File: src/rtl/ctg_pkg.sv
// constants, types and register map for the counter routing glue
package ctg_pkg;
    localparam int unsigned CLK_HZ = 100_000_000;
    localparam int unsigned TB_100K_HZ = 100_000;
    localparam int unsigned TB_10K_HZ = 10_000;
    localparam int unsigned TB_1K_HZ = 1_000;
    localparam int unsigned TB_100_HZ = 100;
    localparam int unsigned PRE_W = 20;
    localparam int unsigned COUNT_W = 16;
    localparam logic [COUNT_W-1:0] MIN_COUNT = 16'h0002;
    localparam logic [7:0] ADDR_IRQ = 8'h07;
    localparam logic [7:0] ADDR_CNT0 = 8'h08;
    localparam logic [7:0] ADDR_CNT1 = 8'h09;
    localparam logic [7:0] ADDR_CTRL = 8'h0b;
    localparam logic [7:0] ADDR_GATE0 = 8'h0c;
    localparam logic [7:0] ADDR_GATE1 = 8'h0d;
    localparam logic [7:0] ADDR_SET0 = 8'h0e;
    localparam logic [7:0] ADDR_SET1 = 8'h0f;
    localparam int unsigned IRQ_F0_BIT = 2;
    localparam int unsigned IRQ_F1_BIT = 3;
    localparam int unsigned GATE_BIT = 0;
    localparam int unsigned OUT_BIT = 4;
    localparam int unsigned TB_LOW_BIT = 4;
    localparam int unsigned TB_HIGH_BIT = 5;
    localparam int unsigned CASCADE_BIT = 6;
    localparam int unsigned CTRL_SEL_BIT = 6;
    localparam int unsigned CTRL_MODE_BIT = 1;
    localparam logic [7:0] RESET_BYTE = 8'h00;

    typedef enum logic [1:0] {
        TB_100K = 2'h0,
        TB_10K = 2'h1,
        TB_1K = 2'h2,
        TB_100 = 2'h3
    } ctg_tb_t;

    // count loading walks low byte then high byte
    typedef enum logic [2:0] {
        LD_IDLE = 3'h1,
        LD_LOW = 3'h2,
        LD_HIGH = 3'h4
    } ctg_ld_t;

    // field order matches the setting register bits 3..0
    typedef struct packed {
        logic irq_enable;
        logic out_route;
        logic gate_select;
        logic clock_select;
    } ctg_set_t;

    typedef struct packed {
        logic [7:0] addr;
        logic [7:0] wdata;
        logic wr;
        logic rd;
    } ctg_bus_t;
endpackage

File: src/rtl/ctg_top.sv
// counter clock, gate, output and interrupt flag routing around two counters
//
// Functional notes
// - counter 0 clock is the time base, or field input 1 when selected.
// - counter 1 clock is the time base, or field input 3 when selected.
// - time base select picks 100 kHz, 10 kHz, 1 kHz or 100 Hz.
// - counter 0 gate is the software bit, or field input 0 when selected.
// - counter 1 gate is the software bit, or field input 2 when selected.
// - counter 0 output shows in status, and on field output 2 when routed.
// - counter 1 output shows in status, and on field output 3 when routed.
// - reading a flag gives 1 when an interrupt occurred, else 0.
// - writing 1 to a flag clears it; writing 0 does nothing.
// - a counter raises its interrupt only while its enable bit is 1.
// - cascade bit joins both counters into one 32-bit counter.
// - each counter is a 16-bit down counter loadable from 2 to 65535.
// - software gate bit gives the gate level when software gate is chosen.
// - output status bit shows the current counter output level.
`timescale 1ns/1ps
`default_nettype none
module ctg_top
    import ctg_pkg::*;
#(
    parameter int unsigned DIV_100K = CLK_HZ / TB_100K_HZ,
    parameter int unsigned DIV_10K = CLK_HZ / TB_10K_HZ,
    parameter int unsigned DIV_1K = CLK_HZ / TB_1K_HZ,
    parameter int unsigned DIV_100 = CLK_HZ / TB_100_HZ
) (
    input wire logic clk,
    input wire logic rst,
    input wire ctg_pkg::ctg_bus_t bus_req,
    output logic [7:0] rdata,
    input wire logic [3:0] isolated_input,
    output logic isolated_output_2,
    output logic isolated_output_3,
    output logic [1:0] counter_irq
);
    import ctg_pkg::*;

    localparam logic [7:0] A_CNT [2] = '{ADDR_CNT0, ADDR_CNT1};
    localparam logic [7:0] A_GATE [2] = '{ADDR_GATE0, ADDR_GATE1};
    localparam logic [7:0] A_SET [2] = '{ADDR_SET0, ADDR_SET1};
    localparam int unsigned F_BIT [2] = '{IRQ_F0_BIT, IRQ_F1_BIT};

    ////////////////////////////////////////////////////////////////////////
    // helpers
    function automatic logic [PRE_W-1:0] div_last(input ctg_tb_t tb);
        logic [PRE_W-1:0] d;
        d = PRE_W'(DIV_100K - 1);
        unique case (tb)
            TB_100K: d = PRE_W'(DIV_100K - 1);
            TB_10K: d = PRE_W'(DIV_10K - 1);
            TB_1K: d = PRE_W'(DIV_1K - 1);
            TB_100: d = PRE_W'(DIV_100 - 1);
        endcase
        return d;
    endfunction

    function automatic logic [COUNT_W-1:0] clamp_count(input logic [COUNT_W-1:0] v);
        return (v < MIN_COUNT) ? MIN_COUNT : v;
    endfunction

    function automatic logic is_wr(input ctg_bus_t b, input logic [7:0] a);
        return b.wr && (b.addr == a);
    endfunction

    ////////////////////////////////////////////////////////////////////////
    // state
    ctg_set_t set_reg [2];
    ctg_tb_t tb_reg;
    logic cascade_reg;
    logic [1:0] gate_bit_reg;
    logic [1:0] flag_reg;
    logic [1:0] rate_reg;
    ctg_ld_t ld_reg [2];
    logic [7:0] lo_byte_reg [2];
    logic [1:0] load_reg;
    logic [COUNT_W-1:0] load_val_reg [2];
    logic [1:0] rd_hi_reg;
    logic [PRE_W-1:0] presc_reg;
    logic tb_tick;
    logic [1:0] out_dly_reg;
    logic [1:0] iso_out_reg;
    logic [7:0] rdata_reg;

    logic [3:0] in_lvl;
    logic [3:0] in_rise;
    logic [1:0] tick;
    logic [1:0] gate;
    logic [1:0] cnt_out;
    logic [1:0] out_rise;
    logic [1:0] irq_set;
    logic [COUNT_W-1:0] cnt_val [2];

    ////////////////////////////////////////////////////////////////////////
    // field input synchronisers
    genvar gi;
    generate
        for (gi = 0; gi < 4; gi++) begin : g_sync
            ctg_in_sync u_sync (
                .clk(clk),
                .rst(rst),
                .pin(isolated_input[gi]),
                .level(in_lvl[gi]),
                .rise(in_rise[gi])
            );
        end
    endgenerate

    ////////////////////////////////////////////////////////////////////////
    // internal time base
    // a new rate restarts the prescaler so the first period is whole
    always_ff @(posedge clk) begin
        if (rst || is_wr(bus_req, ADDR_SET1)) begin
            presc_reg <= '0;
        end else if (presc_reg == div_last(tb_reg)) begin
            presc_reg <= '0;
        end else begin
            presc_reg <= presc_reg + PRE_W'(1);
        end
    end

    assign tb_tick = (presc_reg == div_last(tb_reg));

    ////////////////////////////////////////////////////////////////////////
    // setting registers
    always_ff @(posedge clk) begin
        if (rst) begin
            set_reg[0] <= '0;
            set_reg[1] <= '0;
            tb_reg <= TB_100K;
            cascade_reg <= 1'b0;
        end else begin
            if (is_wr(bus_req, ADDR_SET0)) begin
                set_reg[0] <= ctg_set_t'(bus_req.wdata[3:0]);
            end
            if (is_wr(bus_req, ADDR_SET1)) begin
                set_reg[1] <= ctg_set_t'(bus_req.wdata[3:0]);
                tb_reg <= ctg_tb_t'(bus_req.wdata[TB_HIGH_BIT:TB_LOW_BIT]);
                cascade_reg <= bus_req.wdata[CASCADE_BIT];
            end
        end
    end

    always_ff @(posedge clk) begin
        if (rst) begin
            gate_bit_reg <= 2'h0;
        end else begin
            for (int i = 0; i < 2; i++) begin
                if (is_wr(bus_req, A_GATE[i])) begin
                    gate_bit_reg[i] <= bus_req.wdata[GATE_BIT];
                end
            end
        end
    end

    ////////////////////////////////////////////////////////////////////////
    // clock and gate selection
    assign tick[0] = set_reg[0].clock_select ? in_rise[1] : tb_tick;
    assign tick[1] = cascade_reg ? out_rise[0]
                   : (set_reg[1].clock_select ? in_rise[3] : tb_tick);
    assign gate[0] = set_reg[0].gate_select ? in_lvl[0] : gate_bit_reg[0];
    assign gate[1] = set_reg[1].gate_select ? in_lvl[2] : gate_bit_reg[1];

    ////////////////////////////////////////////////////////////////////////
    // count loading: control write arms, then low and high bytes

    always_ff @(posedge clk) begin
        if (rst) begin
            for (int i = 0; i < 2; i++) begin
                ld_reg[i] <= LD_IDLE;
                lo_byte_reg[i] <= RESET_BYTE;
                load_val_reg[i] <= '0;
            end
            rate_reg <= 2'h0;
            load_reg <= 2'h0;
        end else begin
            load_reg <= 2'h0;
            for (int i = 0; i < 2; i++) begin
                if (is_wr(bus_req, ADDR_CTRL)
                        && bus_req.wdata[CTRL_SEL_BIT +: 2] == 2'(i)) begin
                    ld_reg[i] <= LD_LOW;
                    rate_reg[i] <= bus_req.wdata[CTRL_MODE_BIT];
                end else if (is_wr(bus_req, A_CNT[i])) begin
                    unique case (ld_reg[i])
                        LD_IDLE: ld_reg[i] <= LD_IDLE;
                        LD_LOW: begin
                            lo_byte_reg[i] <= bus_req.wdata;
                            ld_reg[i] <= LD_HIGH;
                        end
                        LD_HIGH: begin
                            load_val_reg[i] <= clamp_count({bus_req.wdata,
                                                            lo_byte_reg[i]});
                            load_reg[i] <= 1'b1;
                            ld_reg[i] <= LD_LOW;
                        end
                        default: ld_reg[i] <= LD_IDLE;
                    endcase
                end
            end
        end
    end

    ////////////////////////////////////////////////////////////////////////
    // the two counters

    generate
        for (gi = 0; gi < 2; gi++) begin : g_cnt
            ctg_down_counter #(
                .W(COUNT_W)
            ) u_cnt (
                .clk(clk),
                .rst(rst),
                .tick(tick[gi]),
                .gate(gate[gi]),
                .load(load_reg[gi]),
                .load_val(load_val_reg[gi]),
                .rate_mode(rate_reg[gi]),
                .count(cnt_val[gi]),
                .out(cnt_out[gi])
            );
        end
    endgenerate

    ////////////////////////////////////////////////////////////////////////
    // output routing and interrupt flags

    always_ff @(posedge clk) begin
        if (rst) begin
            out_dly_reg <= 2'h0;
            iso_out_reg <= 2'h0;
        end else begin
            out_dly_reg <= cnt_out;
            for (int i = 0; i < 2; i++) begin
                iso_out_reg[i] <= set_reg[i].out_route & cnt_out[i];
            end
        end
    end

    assign out_rise = cnt_out & ~out_dly_reg;

    always_comb begin
        for (int i = 0; i < 2; i++) begin
            irq_set[i] = out_rise[i] & set_reg[i].irq_enable;
        end
    end

    // a set in the clearing cycle wins
    always_ff @(posedge clk) begin
        if (rst) begin
            flag_reg <= 2'h0;
        end else begin
            for (int i = 0; i < 2; i++) begin
                if (irq_set[i]) begin
                    flag_reg[i] <= 1'b1;
                end else if (is_wr(bus_req, ADDR_IRQ) && bus_req.wdata[F_BIT[i]]) begin
                    flag_reg[i] <= 1'b0;
                end
            end
        end
    end

    ////////////////////////////////////////////////////////////////////////
    // read port

    // count reads alternate low byte then high byte
    always_ff @(posedge clk) begin
        if (rst) begin
            rd_hi_reg <= 2'h0;
        end else begin
            for (int i = 0; i < 2; i++) begin
                if (is_wr(bus_req, ADDR_CTRL)) begin
                    rd_hi_reg[i] <= 1'b0;
                end else if (bus_req.rd && bus_req.addr == A_CNT[i]) begin
                    rd_hi_reg[i] <= ~rd_hi_reg[i];
                end
            end
        end
    end

    always_ff @(posedge clk) begin
        if (rst || !bus_req.rd) begin
            rdata_reg <= RESET_BYTE;
        end else begin
            rdata_reg <= RESET_BYTE;
            unique case (bus_req.addr)
                ADDR_IRQ: begin
                    rdata_reg[IRQ_F0_BIT] <= flag_reg[0];
                    rdata_reg[IRQ_F1_BIT] <= flag_reg[1];
                end
                ADDR_CNT0: rdata_reg <= rd_hi_reg[0] ? cnt_val[0][15:8] : cnt_val[0][7:0];
                ADDR_CNT1: rdata_reg <= rd_hi_reg[1] ? cnt_val[1][15:8] : cnt_val[1][7:0];
                ADDR_GATE0: begin
                    rdata_reg[OUT_BIT] <= cnt_out[0];
                    rdata_reg[GATE_BIT] <= gate_bit_reg[0];
                end
                ADDR_GATE1: begin
                    rdata_reg[OUT_BIT] <= cnt_out[1];
                    rdata_reg[GATE_BIT] <= gate_bit_reg[1];
                end
                ADDR_SET0: rdata_reg[3:0] <= set_reg[0];
                ADDR_SET1: begin
                    rdata_reg[3:0] <= set_reg[1];
                    rdata_reg[TB_HIGH_BIT:TB_LOW_BIT] <= tb_reg;
                    rdata_reg[CASCADE_BIT] <= cascade_reg;
                end
                default: rdata_reg <= RESET_BYTE;
            endcase
        end
    end

    assign rdata = rdata_reg;
    assign isolated_output_2 = iso_out_reg[0];
    assign isolated_output_3 = iso_out_reg[1];
    assign counter_irq = flag_reg;

    ////////////////////////////////////////////////////////////////////////
    // checks
    a_ext_clk0: assert property (@(posedge clk) disable iff (rst)
        (set_reg[0].clock_select && in_rise[1]) |-> tick[0])
        else $error("counter 0 missed a field clock edge");
    a_ext_clk1: assert property (@(posedge clk) disable iff (rst)
        (!cascade_reg && set_reg[1].clock_select && !in_rise[3]) |-> !tick[1])
        else $error("counter 1 ticked without a field clock edge");
    a_tb_spacing: assert property (@(posedge clk) disable iff (rst)
        (tb_tick && tb_reg == TB_100K && !is_wr(bus_req, ADDR_SET1))
        |=> (!tb_tick)[*8])
        else $error("time base ticks too close together");
    a_sw_gate0: assert property (@(posedge clk) disable iff (rst)
        (is_wr(bus_req, ADDR_GATE0) && !set_reg[0].gate_select
            && bus_req.wdata[GATE_BIT]) |=> gate[0])
        else $error("software gate 0 not applied");
    a_field_gate1: assert property (@(posedge clk) disable iff (rst)
        (set_reg[1].gate_select && $rose(in_lvl[2])) |-> gate[1])
        else $error("field gate 1 not applied");
    a_route_out: assert property (@(posedge clk) disable iff (rst)
        set_reg[0].out_route |=> isolated_output_2 == $past(cnt_out[0]))
        else $error("routed counter 0 output not on field output");
    a_route_off: assert property (@(posedge clk) disable iff (rst)
        !set_reg[1].out_route |=> !isolated_output_3)
        else $error("unrouted counter 1 output reached field output");
    a_flag_clear: assert property (@(posedge clk) disable iff (rst)
        (is_wr(bus_req, ADDR_IRQ) && bus_req.wdata[IRQ_F0_BIT] && !irq_set[0])
        |=> !flag_reg[0])
        else $error("flag 0 not cleared by write of one");
    a_flag_set: assert property (@(posedge clk) disable iff (rst)
        irq_set[1] |=> flag_reg[1] ##1 (flag_reg[1] || $past(bus_req.wr)))
        else $error("flag 1 not set by counter event");
    a_irq_quiet: assert property (@(posedge clk) disable iff (rst)
        (!set_reg[0].irq_enable && !flag_reg[0]) |=> !flag_reg[0])
        else $error("flag 0 set while disabled");
    a_cascade: assert property (@(posedge clk) disable iff (rst)
        (cascade_reg && $rose(cnt_out[0]) && gate[1] && !rate_reg[1] && !load_reg[1]
            && cnt_val[1] != '0) |=> cnt_val[1] == $past(cnt_val[1]) - COUNT_W'(1))
        else $error("cascade did not clock counter 1");
    a_load_min: assert property (@(posedge clk) disable iff (rst)
        load_reg[0] |-> load_val_reg[0] >= MIN_COUNT ##1 cnt_val[0] >= MIN_COUNT)
        else $error("counter loaded below the least count");
    a_out_status: assert property (@(posedge clk) disable iff (rst)
        (bus_req.rd && bus_req.addr == ADDR_GATE1)
        |=> rdata[OUT_BIT] == $past(cnt_out[1]))
        else $error("output status does not show counter 1 output");
endmodule
`default_nettype wire

File: src/rtl/ctg_in_sync.sv
// three-stage synchroniser with agreement filter for one field input
`timescale 1ns/1ps
`default_nettype none
module ctg_in_sync (
    input wire logic clk,
    input wire logic rst,
    input wire logic pin,
    output logic level,
    output logic rise
);
    logic [2:0] stage_reg;
    logic level_reg;
    logic rise_reg;

    always_ff @(posedge clk) begin
        if (rst) begin
            stage_reg <= 3'h0;
        end else begin
            stage_reg <= {stage_reg[1:0], pin};
        end
    end

    // a change counts once stages two and three agree
    always_ff @(posedge clk) begin
        if (rst) begin
            level_reg <= 1'b0;
            rise_reg <= 1'b0;
        end else begin
            rise_reg <= 1'b0;
            if (stage_reg[1] == stage_reg[2]) begin
                level_reg <= stage_reg[2];
                rise_reg <= stage_reg[2] & ~level_reg;
            end
        end
    end

    assign level = level_reg;
    assign rise = rise_reg;
endmodule
`default_nettype wire

File: src/rtl/ctg_down_counter.sv
// one 16-bit down counter with terminal-count and rate modes
`timescale 1ns/1ps
`default_nettype none
module ctg_down_counter #(
    parameter int unsigned W = 16
) (
    input wire logic clk,
    input wire logic rst,
    input wire logic tick,
    input wire logic gate,
    input wire logic load,
    input wire logic [W-1:0] load_val,
    input wire logic rate_mode,
    output logic [W-1:0] count,
    output logic out
);
    logic [W-1:0] count_reg;
    logic [W-1:0] reload_reg;
    logic out_reg;
    logic armed_reg;
    logic rate_reg;

    always_ff @(posedge clk) begin
        if (rst) begin
            count_reg <= '0;
            reload_reg <= '0;
            out_reg <= 1'b0;
            armed_reg <= 1'b0;
            rate_reg <= 1'b0;
        end else if (load) begin
            count_reg <= load_val;
            reload_reg <= load_val;
            out_reg <= rate_mode;
            armed_reg <= 1'b1;
            rate_reg <= rate_mode;
        end else if (armed_reg && tick && gate) begin
            if (rate_reg) begin
                // low for one tick when the count reaches one
                if (count_reg == W'(1)) begin
                    count_reg <= reload_reg;
                    out_reg <= 1'b1;
                end else begin
                    count_reg <= count_reg - W'(1);
                    out_reg <= (count_reg != W'(2));
                end
            end else if (count_reg != '0) begin
                count_reg <= count_reg - W'(1);
                if (count_reg == W'(1)) begin
                    out_reg <= 1'b1;
                end
            end
        end
    end

    assign count = count_reg;
    assign out = out_reg;
endmodule
`default_nettype wire

File: config.mk
export PLATFORM = sky130hd
export DESIGN_NAME = ctg_top
export DESIGN_NICKNAME = d
export VERILOG_FILES = /design/src/rtl/ctg_pkg.sv /design/src/rtl/ctg_top.sv /design/src/rtl/ctg_in_sync.sv /design/src/rtl/ctg_down_counter.sv
export SDC_FILE = /design/constraint.sdc
export NUM_CORES = 1
export LEC_CHECK = 0
export BUFFER_PORTS_ARGS = -buffer_cell sky130_fd_sc_hd__buf_2
export CORE_MARGIN = 5
export CORE_UTILIZATION = 45
export CTS_BUF_LIST = sky130_fd_sc_hd__clkbuf_4
export CTS_CLUSTER_DIAMETER = 80
export CTS_CLUSTER_SIZE = 24
export DETAILED_ROUTE_END_ITERATION = 16
export PLACE_DENSITY = 0.69
export SKIP_CTS_REPAIR_TIMING = 1
export SLEW_MARGIN = 40
export SYNTH_ARGS = -nofsm -noshare
export SYNTH_HDL_FRONTEND = slang
export SYNTH_SLANG_ARGS = --single-unit
File: constraint.sdc
create_clock -name clk -period 3.2 [get_ports clk]
set_input_delay 0.32 -clock clk [delete_from_list [all_inputs] [get_ports clk]]
set_output_delay 0.32 -clock clk [all_outputs]
set_load 0.01 [all_outputs]
Word level (Yosys, flattened, before mapping). Memories as Yosys holds them, arrays and structs flattened. Cells that the tools add are included.

Add/subtract/negate cells: 3. $lt $le $gt $ge: 2. Eq/ne operators: 28. Multiplexer cells: 113. Bitwise operators: 30. Reductions and logical operators: 43.

Operators with widths (number): 16-bit two-way mux (14); 20-bit one-hot mux with 4 select lines (1); 1-bit two-way mux (75); 8-bit by 4-bit == test with 1-bit output (second input constant) (7); 20-bit == test (2); 16-bit by 1-bit == test with 1-bit output (second input constant) (2); 16-bit by 2-bit < comparator with 1-bit output (second input constant) (2); 8-bit two-way mux (4); 16-bit by 2-bit inequality test with 1-bit output (second input constant) (2); 16-bit nonzero test (2); 16-bit by 1-bit subtractor with 16-bit output (second input constant) (2); 3-bit two-way mux (10); 20-bit by 1-bit adder with 20-bit output (second input constant) (1); 20-bit two-way mux (1); 1-bit logical AND (18); 1-bit bitwise OR (16); 3-bit nonzero test (4); 2-bit one-hot mux with 5 select lines (1); 8-bit by 3-bit == test with 1-bit output (second input constant) (1); 4-bit two-way mux (2); 2-bit nonzero test (4); 2-bit OR reduction (4); 1-bit bitwise AND (6); 3-bit by 1-bit == test with 1-bit output (second input constant) (2); 19 further kinds (36).

Register bits: 133. Memory bits (writable): 62. Bits of input ports: 24. Word-level logic and storage cells: 258. Memories kept: 4.

Memories: load_val_reg (words 2, bits a word 16, read ports 2, clocked after memory_dff 0, wr ports 2, RTL line ctg_top.sv:77) `logic [COUNT_W-1:0] load_val_reg [2];`; lo_byte_reg (words 2, bits a word 8, read ports 2, clocked after memory_dff 0, wr ports 2, RTL line ctg_top.sv:75) `logic [7:0] lo_byte_reg [2];`; set_reg (words 2, bits a word 4, read ports 2, clocked after memory_dff 0, wr ports 2, RTL line ctg_top.sv:68) `ctg_set_t set_reg [2];`; ld_reg (words 2, bits a word 3, read ports 2, clocked after memory_dff 0, wr ports 2, RTL line ctg_top.sv:74) `ctg_ld_t ld_reg [2];`.

Depth between registers and ports, before layout.
Depth after elaboration: 11. Depth in mapped cells: 9.

Modules after synthesis. A second synthesis with hierarchy kept.

Cell total of the unflattened synthesis: 958. Area, all modules: 9467.8 sq um.

Modules (own cells, without submodules): ctg_top (times used 1, cells each 448, area each 4943.5 sq um); ctg_down_counter (times used 2, cells each 231, area each 1964.4 sq um); ctg_in_sync (times used 4, cells each 12, area each 148.9 sq um).

Worst setup path before layout. OpenSTA, ideal clock, no wires.

Kind: reg-to-reg. Start point: register tb_reg[1]. End point: register g_cnt[1].u_cnt.count_reg[10]. Library setup time: 0.091 ns. Arrival time: 2.230 ns. Path slack: 0.880 ns. Cell stages (with the launch flop): 10. Path buffers: 1. Cell sequence: dfxtp_1 -> inv_1 -> ha_1 -> xnor2_1 -> nand4_1 -> nor4_2 -> o311ai_2 -> buf_2 -> a211o_1 -> a311oi_1.

Longest elaborated chain between the ends: 9.

Ends and longest elaborated chain: from (decl) (RTL line ctg_top.sv:69) `ctg_tb_t tb_reg;`; from (signal assigned) (RTL line ctg_top.sv:138) `tb_reg <= ctg_tb_t'(bus_req.wdata[TB_HIGH_BIT:TB_LOW_BIT]);`; 2-bit == test, or another cell as far along (RTL line ctg_top.sv:49) `unique case (tb)`; 20-bit one-hot mux with 4 select lines (*) (RTL line ctg_top.sv:49); 20-bit == test (*) (RTL line ctg_top.sv:122) `assign tb_tick = (presc_reg == div_last(tb_reg));`; 1-bit two-way mux (*) (RTL line ctg_top.sv:160) `: (set_reg[1].clock_select ? in_rise[3] : tb_tick);`; 1-bit two-way mux (*) (RTL line ctg_top.sv:159) `assign tick[1] = cascade_reg ? out_rise[0]`; 1-bit logical AND (*) (2 in a row) (RTL line ctg_down_counter.sv:36) `end else if (armed_reg && tick && gate) begin`; 2-bit nonzero test (no source line) (*); 2-bit AND reduction (no source line) (*); to (signal assigned) (RTL line ctg_down_counter.sv:40) `count_reg <= reload_reg;`; to (signal assigned) (RTL line ctg_down_counter.sv:43) `count_reg <= count_reg - W'(1);`; to (signal assigned) (RTL line ctg_down_counter.sv:47) `count_reg <= count_reg - W'(1);`; to (decl) (RTL line ctg_down_counter.sv:17) `logic [W-1:0] count_reg;`.

Mark *: on every way between the ends. The rest lies on a longest branch, timed or not. The select of a mux whose other input is x is not followed. A chain may end at the register's enable or synchronous reset.

Worst setup path after layout.
Start point: register tb_reg[1]. End point: register g_cnt[1].u_cnt.count_reg[11].

The elaborated chain is that of the path after synthesis.

==> flow_metrics.py <==
metrics = {
    "global_routing": {
        "antenna_found_initial": 1,
        "overflow": 0,
        "grtUsageTotal_pct": 18.40,
        "grt_pass1_vias": 6402,
        "grt_pass1_wl_mm": 34.41,
        "grt_max_degree": 82,
    },
    "pwr": {
        "p_seq_share_pct": 62.7,
        "comb_power_share_pct": 3.5,
        "leakage_nw": 3.574,
        "finalPower_mw": 4.168,
        "power_frac_clock_pct": 33.8,
        "switching_share_pct": 27.30,
        "netSwitchingPower_mw": 1.138,
        "p_per_area_mw_per_mm2": 419.0,
        "vdd_ir_drop_max_mv": 0.2153,
        "p_int_mw": 3.030,
    },
    "clocking": {
        "root_buffer": "clkbuf_4",
        "clock_latency_ns": 0.61,
        "cts_buffers": 17,
        "cts.reportedPaths.clkPinSlew_ns": 0.19,
        "cts_buffer_depth": 2,
        "tritoncts": "built",
        "cts-htree-levels": 4,
        "clock-sinks": 195,
    },
    "yosys": {
        "synth_nets": 960,
        "avgSynthCellArea_um2": 9.899,
        "synth_warnings": 0,
        "synth_edf_count": 62,
        "synth-async-reset-ratio_pct": 0,
        "yosys-top-cells-area": "dfxtp_1 (29%), edfxtp_1 (20%), mux2i_1 (6.7%)",
        "synth.most_common_cell": "nor2_1",
        "synth_cell_type_count": 66,
        "ys_seq_area_share_pct": 49.41,
        "ys_ff_latch": 195,
        "netlist_area_mm2": 0.009156,
        "synth_top_flop_cell": "dfxtp_1",
        "synth_cells": 925,
        "synth_top_area_cell": "dfxtp_1",
        "synth_top_area_share_pct": 29.08,
        "ys_top_cells_by_count": "nor2_1 (140), dfxtp_1 (133), edfxtp_1 (62), mux2i_1 (61), nand2_1 (55)",
    },
    "route": {
        "drc": 0,
        "firstDrtPassIters": 5,
        "via_per_inst": 5.537,
        "ant_nets": 0,
        "drt_iter0_drc": 531,
        "drt-met1-wl_mm": 10.12,
        "route.met2.wl_mm": 9.662,
        "routed_wl_mm": 21.55,
        "top_layer": "met4",
        "wire_per_inst_um": 17.52,
        "met3WireLength_mm": 1.141,
        "vias": 6810,
    },
    "finish": {
        "drive_above_1_share_pct": 10.84,
        "area_growth_pct": 8.636,
        "stdcell_count": 1230,
        "fillers": 1877,
        "nNetsFinal": 981,
    },
    "die": {
        "initial_utilization_pct": 45.54,
        "fp.dieH_um": 152.6,
        "core_region_area_mm2": 0.02010,
        "die_w_um": 152.6,
        "die_area_mm2": 0.02330,
        "num_io_pins": 36,
        "num_rows": 52,
    },
    "timing": {
        "setup_viol": 0,
        "rsz0062_at_grt": "false",
        "timing.final.max_slew_violations": 0,
        "relSlewSlack_pct": 46.52,
        "post-route-period-util_pct": 91.80,
        "finalCriticalPeriod_ns": 2.938,
        "fmax_ghz": 0.3404,
        "worst_pin_slew_ns": 0.7821,
        "fin_setup_tns_ns": 0,
        "hold_viol": 0,
        "skew_ns": 0.02834,
    },
    "critical_path": {
        "worstPathMaxFanout": 16,
        "reg2reg_from": "tb_reg[1]$_SDFFE_PP0P_",
        "critPathKind": "flop to flop",
        "start_kind": "flop",
        "cp-startpoint": "tb_reg[1]$_SDFFE_PP0P_",
        "crit_required_ns": 3.69,
        "end_kind": "flop",
        "arrival_ns": 3.43,
    },
    "place": {
        "place.gp.congestion": 0.9312,
        "dp_cells": 1192,
        "dp_hpwl_mm": 15.28,
        "port_buffers": 35,
    },
    "min_path": {
        "min_path_type": "input pin to flop",
        "min_from": "bus_req[6]",
    },
    "job": {
        "maxCapViolCount": 0,
    },
    "status": {
        "status": "finished clean",
    },
}
==> path summary, 6_finish.rpt <==
check                                             endpoint  slack [ns]  cells after the start
setup / recovery     g_cnt[1].u_cnt.count[11]$_SDFFE_PP0P_        0.26                      9
hold / removal                      tb_reg[0]$_SDFFE_PP0P_        0.08                      3
setup reg to reg     g_cnt[1].u_cnt.count[11]$_SDFFE_PP0P_        0.26                      9
hold reg to reg   g_sync[3].u_sync.stage_reg[1]$_SDFF_PP0_        0.46                      1
==> cell type report <==
class                      instances  area, um2  share of cell area [%]
tap                              270      337.8                   3.396
inverter                          25      95.09                  0.9560
clock inverter                    15      198.9                   2.000
multi-input combinational        650       4292                   43.14
timing repair buffer              57      367.9                   3.698
clock buffer                      17      127.6                   1.283
sequential                       195       4526                   45.50
antenna                            1      2.502                 0.02516
==> cell families (layout without fill, tap and decap cells) <==
family / Yosys count / count (layout) / share of synthesized area, %
flip-flops: 195 / 195 / 49.41
XOR/XNOR: 54 / 54 / 5.165
AO/OA/AOI/OAI: 127 / 127 / 10.58
adder cells (fa/ha/maj): 11 / 11 / 1.503
AND/OR/NAND/NOR: 393 / 393 / 22.36
multiplexers: 65 / 65 / 7.160
other: 0 / 1 / 0
buffers and inverters: 80 / 114 / 3.826
==> worst max-delay path, cell delays in order (launching register included) <==
cell and delay, ns:
dfxtp_1 0.53, inv_1 0.11, ha_1 0.32, xnor2_1 0.15, nand4_1 0.13, nor4_2 0.53, o311ai_4 0.19, buf_4 0.27
a211o_1 0.24, a311oi_1 0.34
==> power by group through the flow <==
| stage | clock, mW | sequential, mW | combinational, mW |
|---|---|---|---|
| floorplan | 0 | 2.66 | 0.0802 |
| CTS | 1.45 | 2.61 | 0.138 |
| detailed placement | 0 | 2.67 | 0.138 |
| global placement | 0 | 2.67 | 0.138 |
| global route | 1.54 | 2.62 | 0.156 |
| finish | 1.41 | 2.61 | 0.144 |
==> stage by stage <==
| step | worst slack (ns) | instance area, um2 | utilization (%) | hold slack [ns] |
|---|---|---|---|---|
| 6_report | 0.2625 | 9947 | 49.48 | 0.08120 |
| 5_1_grt | 0.08457 | 9947 | 49.48 | 0.05828 |
| 4_1_cts | 0.2738 | 9894 | 49.22 | -0.1504 |
| 3_5_place_dp | 0.3638 | 9568 | 47.59 | 0.4254 |
| 3_3_place_gp | 0.5080 | 9567 | 47.59 | 0.4198 |
| 2_1_floorplan | 0.8795 | 9156 | - | 0.4138 |
==> routing by layer <==
metal  vias to the layer above  GRT usage (%)
li1                       3350              -
met1                      3250          25.82
met2                       172          27.78
met3                        38          4.118
met4                         0          7.170
met5                         -              0
==> placed cells by master (no fill, tap or decap), types with 17 or more instances in the layout <==
cell | netlist | routed
buf_2 | 9 | 34
nor2b_1 | 22 | 22
a21oi_1 | 19 | 19
nand2_1 | 55 | 55
nor2_1 | 140 | 140
a311oi_1 | 25 | 25
xnor2_1 | 25 | 25
dfxtp_1 | 133 | 132
clkbuf_4 | 0 | 17
inv_1 | 24 | 24
mux2i_1 | 61 | 61
edfxtp_1 | 62 | 62
xor2_1 | 29 | 29
nor3_1 | 25 | 25
nand3_1 | 19 | 19
and2_1 | 38 | 38
buf_4 | 4 | 17
No activity file was read; power rests on OpenSTA's default activity.
